**src/hw/cpu_regs_pkg.sv**
```systemverilog
// Package: register selectors, view codes, flag positions and reset values
package cpu_regs_pkg;

  localparam int DATA_W = 32;
  localparam int NUM_BANKS = 2;
  localparam int BANK_REGS = 10;
  localparam int FLAG_STACK_SEL_BIT = 7;
  localparam int FLAG_BANK_SEL_BIT = 8;
  localparam logic [6:0] SW_INT_CLEARS_MAX = 7'h7f;
  localparam logic [31:0] RESET_VALUE = 32'h0000_0000;
  localparam logic [31:0] FLAG_RESET = 32'h0000_0000;

  // Banked register index within a bank
  localparam logic [3:0] IDX_DATA_PAIR_ZERO = 4'h0;
  localparam logic [3:0] IDX_DATA_PAIR_ONE = 4'h1;
  localparam logic [3:0] IDX_DATA_PAIR_TWO = 4'h2;
  localparam logic [3:0] IDX_DATA_PAIR_THREE = 4'h3;
  localparam logic [3:0] IDX_ADDR_REG_ZERO = 4'h4;
  localparam logic [3:0] IDX_STATIC_BASE = 4'h8;
  localparam logic [3:0] IDX_FRAME_BASE = 4'h9;

  // Selector space seen by the datapath
  localparam logic [4:0] SEL_NEXT_INSTR = 5'h10;
  localparam logic [4:0] SEL_VECTOR_BASE = 5'h11;
  localparam logic [4:0] SEL_USER_SP = 5'h12;
  localparam logic [4:0] SEL_INTR_SP = 5'h13;
  localparam logic [4:0] SEL_ACTIVE_SP = 5'h14;
  localparam logic [4:0] SEL_FLAG_WORD = 5'h15;

  typedef enum logic [2:0] {
    VIEW_WORD,
    VIEW_HALF_HI,
    VIEW_HALF_LO,
    VIEW_BYTE_3,
    VIEW_BYTE_2,
    VIEW_BYTE_1,
    VIEW_BYTE_0
  } view_e;

endpackage

```
**src/hw/reg_port_if.sv**
```systemverilog
// Interface: one write port into a 32-bit register cell with byte enables
`timescale 1ns/1ps
interface reg_port_if;
  logic we;
  logic [3:0] be;
  logic [31:0] wdata;
  logic [31:0] q;
  modport owner (input we, input be, input wdata, output q);
  modport user (output we, output be, output wdata, input q);
endinterface

```
**src/hw/byte_reg.sv**
```systemverilog
// Leaf: one 32-bit register with per-byte write enables
`timescale 1ns/1ps
module byte_reg
  import cpu_regs_pkg::*;
(
  input wire logic clk,
  input wire logic rstn,
  reg_port_if.owner port
);
  logic [31:0] val_q;
  logic [31:0] val_d;

  // Unaddressed bytes keep their value
  always_comb begin
    for (int b = 0; b < 4; b++) begin
      val_d[8*b +: 8] = (port.we && port.be[b]) ? port.wdata[8*b +: 8] : val_q[8*b +: 8];
    end
  end

  always_ff @(posedge clk or negedge rstn) begin
    if (!rstn) begin
      val_q <= RESET_VALUE;
    end else begin
      val_q <= val_d;
    end
  end

  assign port.q = val_q;
endmodule

```
**src/hw/cpu_core_register_file.sv**
```systemverilog
// Top: banked core register set with views, stack pointer and bank selection
// **************************************************************
// **************************************************************
`timescale 1ns/1ps
module cpu_core_register_file
  import cpu_regs_pkg::*;
(
  input wire logic clk,
  input wire logic rstn,
  input wire logic wr_en,
  input wire logic [4:0] wr_sel,
  input wire view_e wr_view,
  input wire logic [31:0] wr_data,
  input wire logic [4:0] rd_sel,
  input wire view_e rd_view,
  input wire logic [1:0] base_sel,
  input wire logic pc_load,
  input wire logic [31:0] pc_next,
  input wire logic hw_int_accept,
  input wire logic sw_int_exec,
  input wire logic [7:0] sw_int_num,
  output logic [31:0] rd_data,
  output logic [31:0] addr_base,
  output logic [31:0] static_base_reg,
  output logic [31:0] frame_base_reg,
  output logic [31:0] next_instr_pointer,
  output logic [31:0] vector_table_base,
  output logic [31:0] active_stack_pointer,
  output logic [31:0] processor_flag_word
);

  // **************************************************************
  // Selection and view decode
  // **************************************************************
  logic [31:0] flag_q;
  logic [31:0] flag_d;
  wire bank_sel = flag_q[FLAG_BANK_SEL_BIT];
  wire stack_sel = flag_q[FLAG_STACK_SEL_BIT];
  wire is_banked = (wr_sel[4] == 1'b0) && (wr_sel[3:0] <= IDX_FRAME_BASE);
  wire [3:0] wr_idx = wr_sel[3:0];
  wire narrow_ok = (wr_idx <= IDX_DATA_PAIR_THREE);
  wire byte_ok = (wr_idx <= IDX_DATA_PAIR_ONE);
  logic [3:0] wr_be;

  // Byte views only exist on the first two pairs, halves only on data pairs
  always_comb begin
    case (wr_view)
      VIEW_WORD: wr_be = 4'hf;
      VIEW_HALF_HI: wr_be = narrow_ok ? 4'hc : 4'h0;
      VIEW_HALF_LO: wr_be = narrow_ok ? 4'h3 : 4'h0;
      VIEW_BYTE_3: wr_be = byte_ok ? 4'h8 : 4'h0;
      VIEW_BYTE_2: wr_be = byte_ok ? 4'h4 : 4'h0;
      VIEW_BYTE_1: wr_be = byte_ok ? 4'h2 : 4'h0;
      VIEW_BYTE_0: wr_be = byte_ok ? 4'h1 : 4'h0;
      default: wr_be = 4'h0;
    endcase
  end

  // Write data is lane-aligned so a narrow write lands in its own bytes
  logic [31:0] wr_lanes;
  always_comb begin
    case (wr_view)
      VIEW_HALF_HI: wr_lanes = {wr_data[15:0], 16'h0000};
      VIEW_BYTE_3: wr_lanes = {wr_data[7:0], 24'h000000};
      VIEW_BYTE_2: wr_lanes = {8'h00, wr_data[7:0], 16'h0000};
      VIEW_BYTE_1: wr_lanes = {16'h0000, wr_data[7:0], 8'h00};
      default: wr_lanes = wr_data;
    endcase
  end

  // **************************************************************
  // Banked storage
  // **************************************************************
  logic [31:0] bank_q [NUM_BANKS][BANK_REGS];

  genvar gb, gr;
  generate
    for (gb = 0; gb < NUM_BANKS; gb++) begin : g_bank
      for (gr = 0; gr < BANK_REGS; gr++) begin : g_reg
        reg_port_if port ();
        // Only the visible bank accepts writes
        assign port.we = wr_en && is_banked && (wr_idx == 4'(gr)) &&
                         (bank_sel == 1'(gb));
        assign port.be = wr_be;
        assign port.wdata = wr_lanes;
        assign bank_q[gb][gr] = port.q;
        byte_reg u_reg (
          .clk(clk),
          .rstn(rstn),
          .port(port)
        );
      end
    end
  endgenerate

  // **************************************************************
  // Unbanked registers
  // **************************************************************
  logic [31:0] pc_q;
  logic [31:0] pc_d;
  logic [31:0] vtb_q;
  logic [31:0] vtb_d;
  logic [31:0] usp_q;
  logic [31:0] usp_d;
  logic [31:0] isp_q;
  logic [31:0] isp_d;

  wire wr_full = wr_en && (wr_view == VIEW_WORD);
  wire wr_hit_pc = (wr_sel == SEL_NEXT_INSTR);
  wire wr_hit_vtb = (wr_sel == SEL_VECTOR_BASE);
  wire wr_hit_act = (wr_sel == SEL_ACTIVE_SP);
  wire wr_hit_usp = (wr_sel == SEL_USER_SP) || (wr_hit_act && stack_sel);
  wire wr_hit_isp = (wr_sel == SEL_INTR_SP) || (wr_hit_act && !stack_sel);
  wire wr_hit_flag = (wr_sel == SEL_FLAG_WORD);
  wire wr_pc = wr_full && wr_hit_pc;
  wire wr_vtb = wr_full && wr_hit_vtb;
  wire wr_usp = wr_full && wr_hit_usp;
  wire wr_isp = wr_full && wr_hit_isp;
  wire wr_flg = wr_full && wr_hit_flag;
  wire low_sw_int = sw_int_exec && (sw_int_num <= {1'b0, SW_INT_CLEARS_MAX});
  wire clr_stack_sel = hw_int_accept || low_sw_int;

  // Explicit counter load wins over a register-write to the same counter
  assign pc_d = pc_load ? pc_next : (wr_pc ? wr_data : pc_q);
  assign vtb_d = wr_vtb ? wr_data : vtb_q;
  assign usp_d = wr_usp ? wr_data : usp_q;
  assign isp_d = wr_isp ? wr_data : isp_q;

  // Hardware interrupt entry or a soft interrupt numbered 0..7f forces interrupt stack even against a flag write
  always_comb begin
    flag_d = wr_flg ? wr_data : flag_q;
    if (clr_stack_sel) begin
      flag_d[FLAG_STACK_SEL_BIT] = 1'b0;
    end
  end

  // One register per process keeps each reset and load path short
  always_ff @(posedge clk or negedge rstn) begin
    if (!rstn) begin
      pc_q <= RESET_VALUE;
    end else begin
      pc_q <= pc_d;
    end
  end

  always_ff @(posedge clk or negedge rstn) begin
    if (!rstn) begin
      vtb_q <= RESET_VALUE;
    end else begin
      vtb_q <= vtb_d;
    end
  end

  always_ff @(posedge clk or negedge rstn) begin
    if (!rstn) begin
      usp_q <= RESET_VALUE;
    end else begin
      usp_q <= usp_d;
    end
  end

  always_ff @(posedge clk or negedge rstn) begin
    if (!rstn) begin
      isp_q <= RESET_VALUE;
    end else begin
      isp_q <= isp_d;
    end
  end

  always_ff @(posedge clk or negedge rstn) begin
    if (!rstn) begin
      flag_q <= FLAG_RESET;
    end else begin
      flag_q <= flag_d;
    end
  end

  // **************************************************************
  // Read path
  // **************************************************************
  wire [3:0] rd_idx = rd_sel[3:0];
  wire [31:0] active_sp = stack_sel ? usp_q : isp_q;
  wire rd_hit_bank = (rd_sel[4] == 1'b0) && (rd_idx <= IDX_FRAME_BASE);
  wire rd_hit_pc = (rd_sel == SEL_NEXT_INSTR);
  wire rd_hit_vtb = (rd_sel == SEL_VECTOR_BASE);
  wire rd_hit_usp = (rd_sel == SEL_USER_SP);
  wire rd_hit_isp = (rd_sel == SEL_INTR_SP);
  wire rd_hit_act = (rd_sel == SEL_ACTIVE_SP);
  wire rd_hit_flag = (rd_sel == SEL_FLAG_WORD);
  logic [31:0] rd_word;
  logic [31:0] rd_view_val;

  always_comb begin
    if (rd_hit_bank) begin
      rd_word = bank_q[bank_sel][rd_idx];
    end else if (rd_hit_pc) begin
      rd_word = pc_q;
    end else if (rd_hit_vtb) begin
      rd_word = vtb_q;
    end else if (rd_hit_usp) begin
      rd_word = usp_q;
    end else if (rd_hit_isp) begin
      rd_word = isp_q;
    end else if (rd_hit_act) begin
      rd_word = active_sp;
    end else if (rd_hit_flag) begin
      rd_word = flag_q;
    end else begin
      rd_word = 32'h0000_0000;
    end
  end

  // Narrow reads are zero extended; an illegal view reads zero
  wire rd_narrow_ok = (rd_sel[4] == 1'b0) && (rd_idx <= IDX_DATA_PAIR_THREE);
  wire rd_byte_ok = (rd_sel[4] == 1'b0) && (rd_idx <= IDX_DATA_PAIR_ONE);
  always_comb begin
    case (rd_view)
      VIEW_WORD: rd_view_val = rd_word;
      VIEW_HALF_HI: rd_view_val = rd_narrow_ok ? {16'h0000, rd_word[31:16]} : 32'h0;
      VIEW_HALF_LO: rd_view_val = rd_narrow_ok ? {16'h0000, rd_word[15:0]} : 32'h0;
      VIEW_BYTE_3: rd_view_val = rd_byte_ok ? {24'h000000, rd_word[31:24]} : 32'h0;
      VIEW_BYTE_2: rd_view_val = rd_byte_ok ? {24'h000000, rd_word[23:16]} : 32'h0;
      VIEW_BYTE_1: rd_view_val = rd_byte_ok ? {24'h000000, rd_word[15:8]} : 32'h0;
      VIEW_BYTE_0: rd_view_val = rd_byte_ok ? {24'h000000, rd_word[7:0]} : 32'h0;
      default: rd_view_val = 32'h0000_0000;
    endcase
  end

  // Address base: 0..3 picks an address register, all from the visible bank
  wire [3:0] base_idx = IDX_ADDR_REG_ZERO + {2'b00, base_sel};
  wire [31:0] addr_base_d = bank_q[bank_sel][base_idx];
  wire [31:0] vis_static_base = bank_q[bank_sel][IDX_STATIC_BASE];
  wire [31:0] vis_frame_base = bank_q[bank_sel][IDX_FRAME_BASE];

  // **************************************************************
  // Registered outputs
  // **************************************************************
  // Read data, address base, both base outputs and active pointer lag their source by one clock; counter, vector base and flags do not
  logic [31:0] rd_data_q;
  logic [31:0] addr_base_q;
  logic [31:0] sb_out_q;
  logic [31:0] fb_out_q;
  logic [31:0] sp_out_q;

  always_ff @(posedge clk or negedge rstn) begin
    if (!rstn) begin
      rd_data_q <= RESET_VALUE;
    end else begin
      rd_data_q <= rd_view_val;
    end
  end

  always_ff @(posedge clk or negedge rstn) begin
    if (!rstn) begin
      addr_base_q <= RESET_VALUE;
    end else begin
      addr_base_q <= addr_base_d;
    end
  end

  always_ff @(posedge clk or negedge rstn) begin
    if (!rstn) begin
      sb_out_q <= RESET_VALUE;
    end else begin
      sb_out_q <= vis_static_base;
    end
  end

  always_ff @(posedge clk or negedge rstn) begin
    if (!rstn) begin
      fb_out_q <= RESET_VALUE;
    end else begin
      fb_out_q <= vis_frame_base;
    end
  end

  always_ff @(posedge clk or negedge rstn) begin
    if (!rstn) begin
      sp_out_q <= RESET_VALUE;
    end else begin
      sp_out_q <= active_sp;
    end
  end

  assign rd_data = rd_data_q;
  assign addr_base = addr_base_q;
  assign static_base_reg = sb_out_q;
  assign frame_base_reg = fb_out_q;
  assign next_instr_pointer = pc_q;
  assign vector_table_base = vtb_q;
  assign active_stack_pointer = sp_out_q;
  assign processor_flag_word = flag_q;

endmodule

```
**config.mk**
```make
export PLATFORM = sky130hd
export DESIGN_NAME = cpu_core_register_file
export DESIGN_NICKNAME = d
export VERILOG_FILES = /design/src/hw/cpu_regs_pkg.sv /design/src/hw/reg_port_if.sv /design/src/hw/byte_reg.sv /design/src/hw/cpu_core_register_file.sv
export SDC_FILE = /design/constraint.sdc
export NUM_CORES = 2
export LEC_CHECK = 0
export BUFFER_PORTS_ARGS = -buffer_cell sky130_fd_sc_hd__buf_2
export CORE_MARGIN = 2
export CORE_UTILIZATION = 55
export DETAILED_ROUTE_END_ITERATION = 10
export GPL_TIMING_DRIVEN = 0
export PLACE_DENSITY = 0.74
export SYNTH_ARGS = -nofsm -noshare
export SYNTH_HDL_FRONTEND = slang
export SYNTH_SLANG_ARGS = --single-unit
```
**constraint.sdc**
```tcl
create_clock -name clk -period 4.45 [get_ports clk]
set_clock_uncertainty 0.05 [all_clocks]
set_input_delay 0 -clock clk [delete_from_list [all_inputs] [get_ports clk]]
set_output_delay 0 -clock clk [all_outputs]
set_load 0.05 [all_outputs]
```
==> results.toml <==
[outcome]
outcome = "finished, violations left"
violations = "max-capacitance violations, max-slew violations, negative setup slack"

[timing]
tightestPinTransition_ns = 1.68
period_share_pct = 106
slew_violations = 60
relSlewSlack_pct = -11.7
fin_crit_ns = 4.72
tns_ns = -0.726
fin_ws_ns = -0.271
setup_viol = 5
rsz0062_at_grt = "false"
max_freq_mhz = 212
finalHoldViolations = 0

[clock_network]
htree_levels = 3
cts_inserted_buffers = 100
root_buffer = "clkbuf_16"
cts_tree = "yes"
clock_latency_ns = 0.69
clockBufferDepth = 3
clock-sinks = 960
clk_pin_slew_ns = 0.06

[grt]
grt_usage_pct = 50.7
grtUsageMet3_pct = 23.2
top_usage_layer = "met2"
grt_pass1_vias = 38100
grt_max_degree = 124
grt_pass1_wl_um = 290000
antenna_found_initial = 15
grtUsageMet1_pct = 62.5
grt_overflow = 0
grtUsageMet2_pct = 68.9

[floorplan]
io_pins = 352
die_w_um = 288
die_area_um2 = 83100
core-area_um2 = 80300
initial_core_util_pct = 55.4
die-height_um = 288
rows = 104

[logic_synthesis]
yosys_warnings = 0
yosysUniqueCellTypes = 78
synthArstFlopShare_pct = 100
synthCells = 3957
synth_edf_count = 0
syn_area_per_cell_um2 = 11.2
dominantRegCellSynth = "dfrtp_1"
ys_seq_area_share_pct = 54.0
synthesis.nets = 4053
netlist_area_um2 = 44500
synth_seq_cells = 960

[setup_path]
crit_top_cell = "buf_2"
reg2reg_to = "rd_data[6]"
worst_setup_path_end_kind = "register"
cp_num_buf_inv = 5
r2r_cells = 8
r2r-start = "processor_flag_word[8]"
regToRegSetupSlack_ns = -0.21
endpoint = "rd_data[4]"
cp-start-kind = "primary input"
path_max_fanout = 10
cpLargestDelayFamily = "buffers and inverters"
crit_start = "rd_sel[1]"
critPathSlowestCell = "clkbuf_1"
worst-endpoint-arrival_ns = 5.08
worstPathCellList = "buf_2, buf_2, buf_4, buf_2, nor2_1, nand2_1, clkbuf_1, o221ai_1, o32ai_2, o22a_1, o211ai_1"
worstPathRequired_ns = 4.81
worstSetupPathDepth = 11
crit_type = "in2reg"
slowest_delay_ns = 0.91

[place]
dp.cells = 5366
dp_slack_ns = -0.475
gp_congestion = 1.06
portBuffers = 338
post_dp_cell_area_um2 = 47800
hpwlAfterDp_um = 150000

[finish]
final_util_pct = 65.2
final_layout_size_suffix_gt1_share_pct = 25.2
nets = 4599
largest_reg_flops = 640
area_growth_pct = 17.8
final_area_um2 = 52400
mostFrequentLayoutCells = "dfrtp_1, nand2_1, buf_2, nor2_1, o21ai_0"
final_cells = 5661
final_common_cell = "dfrtp_1"

[drt]
via_per_inst = 7.01
drt-total-wl_um = 210000
vias = 39700
drtAntennaViolNets = 0
wire_per_inst_um = 37.1
post-route-drc-count = 0
drtIter0Drc = 6781
drt_pre_antenna_iters = 10

[worst_hold_path]
holdCritPathClass = "in2reg"

[power]
p_per_area_nw_per_um2 = 415
p_leak_nw = 24.6
ir_drop_uv = 371

[run]
drv_cap = 5
[tightest hold or removal path: stages]
cell           delay [ns]
dlygate4sd3_1        0.53
buf_2                0.11
nand2_1              0.05
o21ai_0              0.06
[synth_stat cells, types with 19 or more instances]
cell / count / share of area, %
clkbuf_1: 205 / 1.7
o21ai_0: 386 / 4.3
nor2_1: 418 / 3.5
mux2i_1: 149 / 3.4
a211oi_1: 22 / 0.37
nand3_1: 27 / 0.30
a22oi_1: 51 / 0.86
a21oi_1: 366 / 4.1
a221oi_1: 19 / 0.37
mux4_2: 163 / 8.3
buf_2: 79 / 0.89
nor2b_1: 21 / 0.30
o22ai_1: 26 / 0.37
nand2_1: 446 / 3.8
dfrtp_1: 960 / 54
mux2_2: 309 / 7.8
[routing by layer]
metal | vias up | share of wire [%]
li1 | 15300 | -
met1 | 19700 | 34
met2 | 3722 | 40
met3 | 1044 | 16
met4 | 10 | 9.7
met5 | - | 0.069
[cells by family (layout without fill, tap and decap cells)]
kind of cell / after synthesis / in the layout / share of synthesized area, %
AOI/OAI and AO/OA: 987 / 987 / 12.7
buffers and inverters: 349 / 977 / 3.68
DFF: 960 / 960 / 54.0
muxes: 626 / 626 / 19.7
other: 0 / 16 / 0
and+or+nand+nor: 1035 / 1035 / 9.87
[worst min-delay path by stage]
| stage | start | end | slack (ns) | depth (start not counted) |
|---|---|---|---|---|
| floorplan | rstn | active_stack_pointer[0] | -0.35 | 0 |
| detailed placement | rstn | next_instr_pointer[5] | -0.12 | 1 |
| CTS | rd_view[1] | rd_data[14] | 0.003 | 4 |
| global placement | hw_int_accept | processor_flag_word[7] | 0.11 | 2 |
| global route | rd_view[1] | rd_data[14] | 0.05 | 4 |
| finish | pc_next[6] | next_instr_pointer[6] | 0.04 | 4 |
[what timing repair did]
| item | CTS | global route |
|---|---|---|
| cloned | 0 | 0 |
| pin swaps | 0 | 1 |
| endpoints found under the setup margin | 1 | 23 |
| gates resized for setup | 1 | 5 |
| buffers inserted | 0 | 2 |
| hold buffers | 94 | 0 |
| endpoints found under the hold margin | 466 | 0 |
[report_power, final]
part           switching [W]  internal, W  total, W  leakage, nW
registers           0.000285      0.00912   0.00940         13.2
logic                0.00222     0.000908   0.00312         9.65
clock network        0.00378      0.00543   0.00920         1.75
[final cells by class]
cell class	instances	area (um^2)
repair buffers	445	2930
plain buffers	334	1590
multi-input cells	2648	18800
flip-flops and latches	960	24000
well taps	1060	1330
clock buffers	135	2850
clock inverters	49	737
diodes	16	40.0
inverters	14	52.6
fillers	6160	27900
[metrics by stage]
step	hold WS (ns)	power, W
floorplan	-0.346	0.0111
global placement	0.111	0.0124
detailed placement	-0.122	0.0124
CTS	0.00338	0.0215
global route	0.0498	0.0221
finish	0.0388	0.0217
Note: power is estimated with default switching activity, not from simulation.
